$ cat src/inc/dec_defs.svh
// dec_defs.svh - addresses, bit positions and reset values of the dual event counter
// assumes: a 12-bit nibble-wide i/o memory space on the cpu side
`ifndef DEC_DEFS_SVH
`define DEC_DEFS_SVH

// ----------------------------------------
// i/o addresses
// ----------------------------------------
`define DEC_ADDR_W        12
`define DEC_ADDR_A_LO     12'h2f8
`define DEC_ADDR_A_HI     12'h2f9
`define DEC_ADDR_B_LO     12'h2fa
`define DEC_ADDR_B_HI     12'h2fb
`define DEC_ADDR_CTRL     12'h2fc

// ----------------------------------------
// counter_control bit positions
// ----------------------------------------
`define DEC_BIT_CLR_A     0
`define DEC_BIT_CLR_B     1
`define DEC_BIT_RUN       2
`define DEC_BIT_MODE      3

// ----------------------------------------
// reset values
// ----------------------------------------
`define DEC_CNT_RST       8'h00
`define DEC_NIB_RST       4'h0
`define DEC_RUN_RST       1'b0
`define DEC_MODE_RST      1'b0
`define DEC_MODE_SEP      1'b1

`endif

$ cat src/inc/dec_pkg.sv
// dec_pkg - types shared by the dual event counter files
// assumes: dec_defs.svh is on the include path
`include "dec_defs.svh"

package dec_pkg;

  // ----------------------------------------
  // cpu i/o request and state carriers
  // ----------------------------------------
  typedef struct packed {
    logic                   wr;
    logic                   rd;
    logic [`DEC_ADDR_W-1:0] addr;
    logic [3:0]             wdata;
  } dec_io_req_t;

  typedef struct packed {
    logic [7:0] cnt_a;
    logic [7:0] cnt_b;
    logic       run;
    logic       run_act;
    logic       mode;
    logic [3:0] rdata;
  } dec_state_t;

  typedef struct packed {
    logic [2:0] s1;
    logic [2:0] s2;
    logic [2:0] s3;
  } dec_sync_state_t;

endpackage

$ cat src/rtl/dec_counter.sv
// dec_counter - two 8-bit event counters with separate and phase-detection modes
// assumes: cpu i/o strobes are one-cycle pulses on clock; pins and the
// noise-rejector clock are asynchronous and already noise-filtered
//
// Contract
// counter a is read as a low nibble at 2f8 and a high nibble at 2f9.
// counter b is read as a low nibble at 2fa and a high nibble at 2fb.
// counter nibbles are read-only and writes to them never change a count.
// reset clears both counters to zero.
// writing one to count_a_clear zeroes counter a, writing zero does nothing.
// writing one to count_b_clear zeroes counter b, writing zero does nothing.
// both clear bits are write-only and read as zero.
// counting_run_control runs or stops counting, reads back, and resets to zero.
// count_mode_select picks separate (one) or phase (zero), reads back, resets to zero.
// in phase mode only one counter advances per event, chosen by the input phase.
// a run or stop takes effect at the next falling edge of the noise-rejector clock.
// the controlling side allows for the delayed start or stop when pulses arrive.
// software reads each counter several times and keeps matching values.
// with software sampling the pulse rate stays at or below oscillator/256.
// in separate mode each counter counts pulses on its own input.
// each counter steps by one and wraps from ff to 00.
`timescale 1ns/10ps
`include "dec_defs.svh"

module dec_counter
  import dec_pkg::*;
(
  input  wire logic        clock,
  input  wire logic        rstn,
  input  dec_io_req_t      io_req,
  input  wire logic        pulse_input_a,
  input  wire logic        pulse_input_b,
  input  wire logic        noise_clock,
  output logic      [3:0]  io_rdata,
  output logic             counting_active
);

  // ----------------------------------------
  // helpers
  // ----------------------------------------
  // 8-bit step with natural wrap
  function automatic logic [7:0] inc8(input logic [7:0] v);
    inc8 = v + 8'h01;
  endfunction

  // read decode of the nibble map
  // unmapped addresses read zero so nothing floats onto the data bus
  function automatic logic [3:0] rd_mux(input logic [`DEC_ADDR_W-1:0] a,
                                        input dec_state_t st);
    case (a)
      `DEC_ADDR_A_LO: rd_mux = st.cnt_a[3:0];
      `DEC_ADDR_A_HI: rd_mux = st.cnt_a[7:4];
      `DEC_ADDR_B_LO: rd_mux = st.cnt_b[3:0];
      `DEC_ADDR_B_HI: rd_mux = st.cnt_b[7:4];
      `DEC_ADDR_CTRL: rd_mux = {st.mode, st.run, 2'b00};
      default:        rd_mux = `DEC_NIB_RST;
    endcase
  endfunction

  // ----------------------------------------
  // pin synchronisers
  // ----------------------------------------
  logic [2:0] lvl;
  logic [2:0] rise;
  logic [2:0] fall;

  // pin a is bit 0, pin b bit 1, noise-rejector clock bit 2
  dec_sync_edge u_sync (
    .clock (clock),
    .rstn  (rstn),
    .pins  ({noise_clock, pulse_input_b, pulse_input_a}),
    .level (lvl),
    .rise  (rise),
    .fall  (fall)
  );

  // run/stop is only applied on a noise-clock fall, so a write that
  // races a burst of pulses still starts or stops on that clock's grid
  logic nr_fall;
  assign nr_fall = fall[2];

  // ----------------------------------------
  // state
  // ----------------------------------------
  dec_state_t s_q;
  dec_state_t s_d;

  logic ctrl_wr;
  logic clr_a;
  logic clr_b;
  logic ev_a;
  logic ev_b;

  assign ctrl_wr = io_req.wr && (io_req.addr == `DEC_ADDR_CTRL);
  assign clr_a   = ctrl_wr && io_req.wdata[`DEC_BIT_CLR_A];
  assign clr_b   = ctrl_wr && io_req.wdata[`DEC_BIT_CLR_B];

  // event qualification; phase mode leads on a rise of a and samples b
  always_comb begin
    ev_a = 1'b0;
    ev_b = 1'b0;
    if (s_q.run_act) begin
      if (s_q.mode == `DEC_MODE_SEP) begin
        ev_a = rise[0];
        ev_b = rise[1];
      end else if (rise[0]) begin
        ev_a = ~lvl[1];
        ev_b = lvl[1];
      end
    end
  end

  // next state; a clear overrides an event in the same cycle
  always_comb begin
    s_d = s_q;
    if (ctrl_wr) begin
      s_d.run  = io_req.wdata[`DEC_BIT_RUN];
      s_d.mode = io_req.wdata[`DEC_BIT_MODE];
    end
    if (nr_fall) begin
      s_d.run_act = s_q.run;
    end
    // writes to nibble addresses are not decoded, so counts stay put
    if (clr_a) begin
      s_d.cnt_a = `DEC_CNT_RST;
    end else if (ev_a) begin
      s_d.cnt_a = inc8(s_q.cnt_a);
    end
    if (clr_b) begin
      s_d.cnt_b = `DEC_CNT_RST;
    end else if (ev_b) begin
      s_d.cnt_b = inc8(s_q.cnt_b);
    end
    if (io_req.rd) begin
      s_d.rdata = rd_mux(io_req.addr, s_q);
    end
  end

  // async reset loads constants only
  always_ff @(posedge clock or negedge rstn) begin
    if (!rstn) begin
      s_q.cnt_a   <= `DEC_CNT_RST;
      s_q.cnt_b   <= `DEC_CNT_RST;
      s_q.run     <= `DEC_RUN_RST;
      s_q.run_act <= `DEC_RUN_RST;
      s_q.mode    <= `DEC_MODE_RST;
      s_q.rdata   <= `DEC_NIB_RST;
    end else begin
      s_q <= s_d;
    end
  end

  // outputs straight from flops
  assign io_rdata        = s_q.rdata;
  assign counting_active = s_q.run_act;

  // ----------------------------------------
  // checks
  // ----------------------------------------
  // read checks look one cycle late, because io_rdata is a flop
  // loaded on the edge that takes the read strobe
  chk_clear_a_zero: assert property (@(posedge clock) disable iff (!rstn)
    clr_a |=> (s_q.cnt_a == 8'h00)) else $error("counter a not cleared");

  chk_clear_b_zero: assert property (@(posedge clock) disable iff (!rstn)
    clr_b |=> (s_q.cnt_b == 8'h00)) else $error("counter b not cleared");

  chk_ro_write_ignored: assert property (@(posedge clock) disable iff (!rstn)
    (io_req.wr && io_req.addr >= `DEC_ADDR_A_LO && io_req.addr <= `DEC_ADDR_B_HI
     && !ev_a && !ev_b) |=> $stable(s_q.cnt_a) && $stable(s_q.cnt_b))
    else $error("write changed a count");

  chk_ctrl_readback: assert property (@(posedge clock) disable iff (!rstn)
    (ctrl_wr ##1 (io_req.rd && io_req.addr == `DEC_ADDR_CTRL && !ctrl_wr))
    |=> (io_rdata == {$past(io_req.wdata[3], 2), $past(io_req.wdata[2], 2), 2'b00}))
    else $error("control readback wrong or clear bits nonzero");

  chk_stop_holds: assert property (@(posedge clock) disable iff (!rstn)
    (!s_q.run_act && !ctrl_wr) |=> $stable(s_q.cnt_a) && $stable(s_q.cnt_b))
    else $error("counter moved while stopped");

  chk_run_on_nrfall: assert property (@(posedge clock) disable iff (!rstn)
    $changed(s_q.run_act) |-> $past(nr_fall))
    else $error("run changed away from noise clock fall");

  chk_sep_step: assert property (@(posedge clock) disable iff (!rstn)
    (s_q.run_act && s_q.mode && rise[0] && !clr_a)
    |=> (s_q.cnt_a == $past(s_q.cnt_a) + 8'h01)) else $error("separate step wrong");

  chk_phase_single: assert property (@(posedge clock) disable iff (!rstn)
    (s_q.run_act && !s_q.mode && !ctrl_wr)
    |=> !($changed(s_q.cnt_a) && $changed(s_q.cnt_b)))
    else $error("both counters moved in phase mode");

  chk_read_count_a: assert property (@(posedge clock) disable iff (!rstn)
    (io_req.rd && io_req.addr == `DEC_ADDR_A_HI) |=> (io_rdata == $past(s_q.cnt_a[7:4])))
    else $error("count a high nibble read wrong");

  chk_read_count_b: assert property (@(posedge clock) disable iff (!rstn)
    (io_req.rd && io_req.addr == `DEC_ADDR_B_LO) |=> (io_rdata == $past(s_q.cnt_b[3:0])))
    else $error("count b low nibble read wrong");

  chk_reset_counts_zero: assert property (@(posedge clock)
    !rstn |-> (s_q.cnt_a == `DEC_CNT_RST && s_q.cnt_b == `DEC_CNT_RST && !s_q.run_act))
    else $error("reset left a count or run set");

  chk_clear_bits_zero: assert property (@(posedge clock) disable iff (!rstn)
    (io_req.rd && io_req.addr == `DEC_ADDR_CTRL) |=> (io_rdata[1:0] == 2'b00))
    else $error("clear bits read nonzero");

  chk_mode_write_now: assert property (@(posedge clock) disable iff (!rstn)
    ctrl_wr |=> (s_q.mode == $past(io_req.wdata[`DEC_BIT_MODE])))
    else $error("mode bit not taken from write");

  chk_wrap_to_zero: assert property (@(posedge clock) disable iff (!rstn)
    (s_q.cnt_a == 8'hff && ev_a && !clr_a) |=> (s_q.cnt_a == 8'h00))
    else $error("counter a did not wrap");

  chk_phase_b_alone: assert property (@(posedge clock) disable iff (!rstn)
    (s_q.run_act && !s_q.mode && rise[1] && !rise[0] && !ctrl_wr)
    |=> $stable(s_q.cnt_a) && $stable(s_q.cnt_b)) else $error("b rise alone counted");

  chk_sep_step_b: assert property (@(posedge clock) disable iff (!rstn)
    (s_q.run_act && s_q.mode && rise[1] && !clr_b)
    |=> (s_q.cnt_b == $past(s_q.cnt_b) + 8'h01)) else $error("separate step b wrong");

endmodule

$ cat src/rtl/dec_sync_edge.sv
// dec_sync_edge - two-flop synchronisers with edge detection for the pin inputs
// assumes: inputs are asynchronous pins; edges are seen one to two clocks late
`timescale 1ns/10ps

module dec_sync_edge
  import dec_pkg::*;
(
  input  wire logic       clock,
  input  wire logic       rstn,
  input  wire logic [2:0] pins,
  output logic      [2:0] level,
  output logic      [2:0] rise,
  output logic      [2:0] fall
);

  dec_sync_state_t s_q;
  dec_sync_state_t s_d;

  // ----------------------------------------
  // synchroniser chain
  // ----------------------------------------
  // first stage feeds only the second; edges come from stages two and three
  always_comb begin
    s_d    = s_q;
    s_d.s1 = pins;
    s_d.s2 = s_q.s1;
    s_d.s3 = s_q.s2;
  end

  always_ff @(posedge clock or negedge rstn) begin
    if (!rstn) begin
      s_q <= '0;
    end else begin
      s_q <= s_d;
    end
  end

  // edge outputs
  assign level = s_q.s2;
  assign rise  = s_q.s2 & ~s_q.s3;
  assign fall  = ~s_q.s2 & s_q.s3;

  chk_edge_exclusive: assert property (@(posedge clock) disable iff (!rstn)
    (rise & fall) == 3'b000) else $error("rise and fall seen together");

endmodule
$ cat config.mk
export PLATFORM = sky130hd
export DESIGN_NAME = dec_counter
export DESIGN_NICKNAME = d
export VERILOG_FILES = /design/src/inc/dec_pkg.sv /design/src/rtl/dec_counter.sv /design/src/rtl/dec_sync_edge.sv
export VERILOG_INCLUDE_DIRS = /design/src /design/src/inc
export SDC_FILE = /design/constraint.sdc
export NUM_CORES = 1
export LEC_CHECK = 0
export BUFFER_PORTS_ARGS = -buffer_cell sky130_fd_sc_hd__clkbuf_2
export CAP_MARGIN = 30
export CORE_UTILIZATION = 55
export CTS_CLUSTER_SIZE = 20
export DETAILED_ROUTE_END_ITERATION = 10
export GPL_ROUTABILITY_DRIVEN = 0
export HOLD_SLACK_MARGIN = 0.12
export PLACE_DENSITY = 0.74
export SETUP_SLACK_MARGIN = 0.02
export SLEW_MARGIN = 20
export SYNTH_ARGS = -nofsm -noshare
export SYNTH_HDL_FRONTEND = slang
export SYNTH_HIERARCHICAL = 1
export SYNTH_SLANG_ARGS = --single-unit
$ cat constraint.sdc
create_clock -name clock -period 2.22 [get_ports clock]
set_input_delay 0.333 -clock clock [delete_from_list [all_inputs] [get_ports clock]]
set_output_delay 0.333 -clock clock [all_outputs]
set_load 0.005 [all_outputs]
-- Word level (Yosys, flattened, before mapping)
Index checks and enable logic that the tools add are counted.
- add/sub/neg operators: 2
- equality and inequality tests: 5
- muxes and demuxes: 11
- bitwise gates (word level): 5
- reductions and logical operators: 5
- operators by type and width (kind ; count):
    $eq 12x10->1 const B ; 5
    $mux 8 ; 4
    $pmux 4 s5 ; 1
    $add 8x1->8 const B ; 2
    $mux 1 ; 6
    $reduce_bool 2->1 ; 2
    $and 3x3->3 ; 1
    $logic_and 1x1->1 ; 3
    $not 3->3 ; 1
    $and 2x2->2 ; 1
    $not 2->2 ; 1
    $not 1->1 ; 1
- bits in registers: 32
- bits of input ports: 23
- output and inout bits: 5
- logic and storage cells: 37

-- Depth between registers and ports, before layout
- word-level depth: 7
- gate-level depth with buffers: 6
- mapped depth without buffers: 5

-- Modules after synthesis
Netlist, hierarchy kept.
- by module, submodules not included (module ; instances ; cells an instance ; area an instance (um^2) ; sequential area each (um^2)):
    dec_counter ; 1 ; 132 ; 1372.6 ; 575.6
    dec_sync_edge ; 1 ; 18 ; 300.3 ; 225.2

-- Least setup slack after synthesis
OpenSTA, ideal clock, no wires.
- path type: input to register
- from: in io_req[12] (netlist bit)
- to: reg s_q[4] (netlist bit)
- setup time: 0.125 ns
- arrival time: 1.558 ns
- data required time: 2.095 ns
- setup slack: 0.537 ns
- stages on the path: 3
- buffers on the path: 0
- cells stage by stage: or4b_4 nor4_4 mux2_2
- cells in the longest elaborated chain, start to end: 2
- ends and longest elaborated chain (what ; RTL line ; RTL):
    start: declaration ; dec_counter.sv:30 ; input dec_io_req_t io_req,
    $eq 12x10->1 ; n/a ;
    $logic_and 1x1->1 ; dec_counter.sv:94 ; assign ctrl_wr = io_req.wr && (io_req.addr == `DEC_ADDR_CTRL);
    end: declaration ; dec_counter.sv:85 ; dec_state_t s_q;
No other way between the ends.
A chain may end at the register's enable or synchronous reset.

-- Worst setup path in the final report
- from: reg u_sync/s_q[1] (netlist bit)
- to: reg s_q[14] (netlist bit)
- cells in the longest elaborated chain, start to end: 5
- ends and longest elaborated chain (what ; RTL line ; RTL):
    start: declaration ; dec_sync_edge.sv:16 ; dec_sync_state_t s_q;
    start signal: assignment ; dec_sync_edge.sv:32 ; s_q <= '0;
    start signal: assignment ; dec_sync_edge.sv:34 ; s_q <= s_d;
    $not 2->2 ; dec_sync_edge.sv:40 ; assign rise = s_q.s2 & ~s_q.s3;
    $and 2x2->2 ; dec_sync_edge.sv:40 ;
    net rise[1] ; dec_counter.sv:64 ; logic [2:0] rise;
    $mux 1 ; dec_counter.sv:103 ; if (s_q.mode == `DEC_MODE_SEP) begin
    $mux 1 ; dec_counter.sv:102 ; if (s_q.run_act) begin
    $reduce_bool 2->1 (no line) ; n/a ;
The timed path passes the listed nets, and every way through them passes these cells.

==> reports/results.txt <==
status: finished clean
Rows: 19
Mapped Area: 0.00163 mm²
hold path start: io_req[2]
DRC errors left: 0
Die Width: 56.5 µm
relative slew slack: 0.496
Die ar.: 0.00319 mm²
Ports: 28
final cell count without fillers: 205
crit path capture type: register
Final Cell Area: 0.00185 mm²
Setup crit start kind: register
vias in the first global route: 1214
met3 WL post-DR: 171 µm
yosys warns: 6
Hold Crit Class: in -> reg
R2R setup slack: 510 ps
H-tree levels: 2
min cycle time layout: 1710 ps
placed inst area: 0.00171 mm²
Core Area: 0.00278 mm²
Clock Latency Late Sink: 340 ps
Final #Nets: 198
GRT Overall Usage: 0.230
clock tree from TritonCTS: built
PortBufs: 27
Worst Setup Path Type: reg -> reg
total congestion overflow: 0
Final Hold Vio Count: 0
worst-margin pin slew: 756 ps
clk sinks: 32
clk buf depth: 2
CP bufs+invs: 0
max frequency: 586 MHz
Total Wirelength: 3110 µm
clock slew at reported path FFs: 110 ps
final setup fails: 0
fin crit share: 0.768
required time worst endpoint: 2490 ps
CP Capture Point: s_q[14]
Syn Inst Count: 145
CP startpoint: u_sync/s_q[1]
CP top delay family: simple AND/OR/NAND/NOR gates
ratio of cells with drive above 1 in the final layout: 0.299
final setup TNS: 0 ps
WP depth: 5
Final Max Tran Viols: 0
syn_area_per_cell: 11.3 µm²
Filler cells: 223
RSZ-0062 raised after global routing: false
total vias in the final route: 1201
Reg2Reg Capture Point: s_q[14]
Num CTS Buffers: 5
first-pass GRT wire length: 5440 µm
Initial Util: 0.587
Final ANT Viol Nets: 0
Mapped Nets: 170
CTS root buf: clkbuf_4
area delta synth->final: 13.3%
skew final: 16.0 ps
Avg WL per Cell: 15.1 µm
Pwr per Cell Area: 647 mW/mm²
met2 wire length: 1660 µm
HPWL after DPL: 2350 µm
Critical Path Fanout Max: 6
Worst EP arrival: 1980 ps
Lkg Pwr: 0.866 nW
crit path cell chain: and2b_2 -> nand3_1 -> and2_4 -> or4_1 -> a21oi_1
max incr delay on CP: 490 ps
reg2reg path depth: 5
VDD IR-drop max: 0.000788 V
Die Ht: 56.5 µm
pin count of the biggest net entering global routing: 33
initial antenna violation count: 0
ant diodes: 0
met1 WL: 1210 µm
Initial DRC Count: 22
Crit-path slowest cell: or4_1
max cap viols: 0
Top Layer Used: met4
commonest non-fill, non-tap cell in the layout: dfrtp_1
placed cell count: 193
via-per-instance ratio: 5.86
most frequent cells in the layout: 32 x dfrtp_1, 27 x clkbuf_2, 16 x nor2_1, 12 x xnor2_1
reg-to-reg critical path startpoint: u_sync/s_q[1]
DRT Pass-1 Iters: 5
-- cell type report --
class | instances | area (µm²) | share of cell area
Clock inverter | 1 | 30.0 | 0.0162
Inverter | 4 | 15.0 | 0.00812
Sequential cell | 32 | 801 | 0.433
Timing Repair Buffer | 31 | 175 | 0.0947
Multi-Input combinational cell | 99 | 724 | 0.392
Clock buffer | 7 | 65.1 | 0.0352
Tap cell | 31 | 38.8 | 0.0210
-- worst reg2reg max path, cell delays in order (launching register included) --
cell     delay [ps]
dfrtp_1         380
and2b_2         200
nand3_1         190
and2_4          230
or4_1           490
a21oi_1         160
-- metrics by stage --
step	setup slack (ps)	total power, mW	hold slack (ps)	util
floorplan	537	0.667	37.4	-
CTS	512	1.21	211	0.665
global route	415	1.24	208	0.665
finish	514	1.20	226	0.665
global placement	399	0.699	332	0.616
detailed placement	354	0.704	340	0.616
-- repair_timing --
action / in CTS / in global routing
hold buffers: 4 / 0
buffers inserted: 0 / 0
endpoints found under the setup margin: 0 / 0
hold endpoints to repair: 35 / 0
gates resized for setup: 0 / 0
-- power breakdown --
| part | total (mW) | internal (mW) | switching, mW |
|---|---|---|---|
| Combinational | 0.0875 | 0.0426 | 0.0449 |
| Sequential | 0.609 | 0.597 | 0.0122 |
| Clock | 0.499 | 0.299 | 0.200 |
-- flip-flops by register name, indices dropped and copies added, names as in the netlist --
signal,cells
counting_active,1
io_rdata,4
s_q,18
u_sync/level,3
u_sync/s_d,3
u_sync/s_q,3
-- worst min-delay path by stage --
| stage | endpoint | slack (ps) | depth (start not counted) |
|---|---|---|---|
| finish | s_q[6] | 230 | 2 |
| detailed placement | u_sync/level[1] | 340 | 0 |
| global route | s_q[6] | 210 | 2 |
| CTS | s_q[6] | 210 | 2 |
| floorplan | counting_active | 40 | 0 |
| global placement | u_sync/level[2] | 330 | 0 |
-- layer usage --
layer | GRT usage | vias to the layer above
met1 | 0.264 | 595
met3 | 0.0737 | 9
met4 | 0.0976 | 0
met2 | 0.392 | 33
met5 | 0 | -
li1 | - | 564
Power figures use the tool's default switching activity.
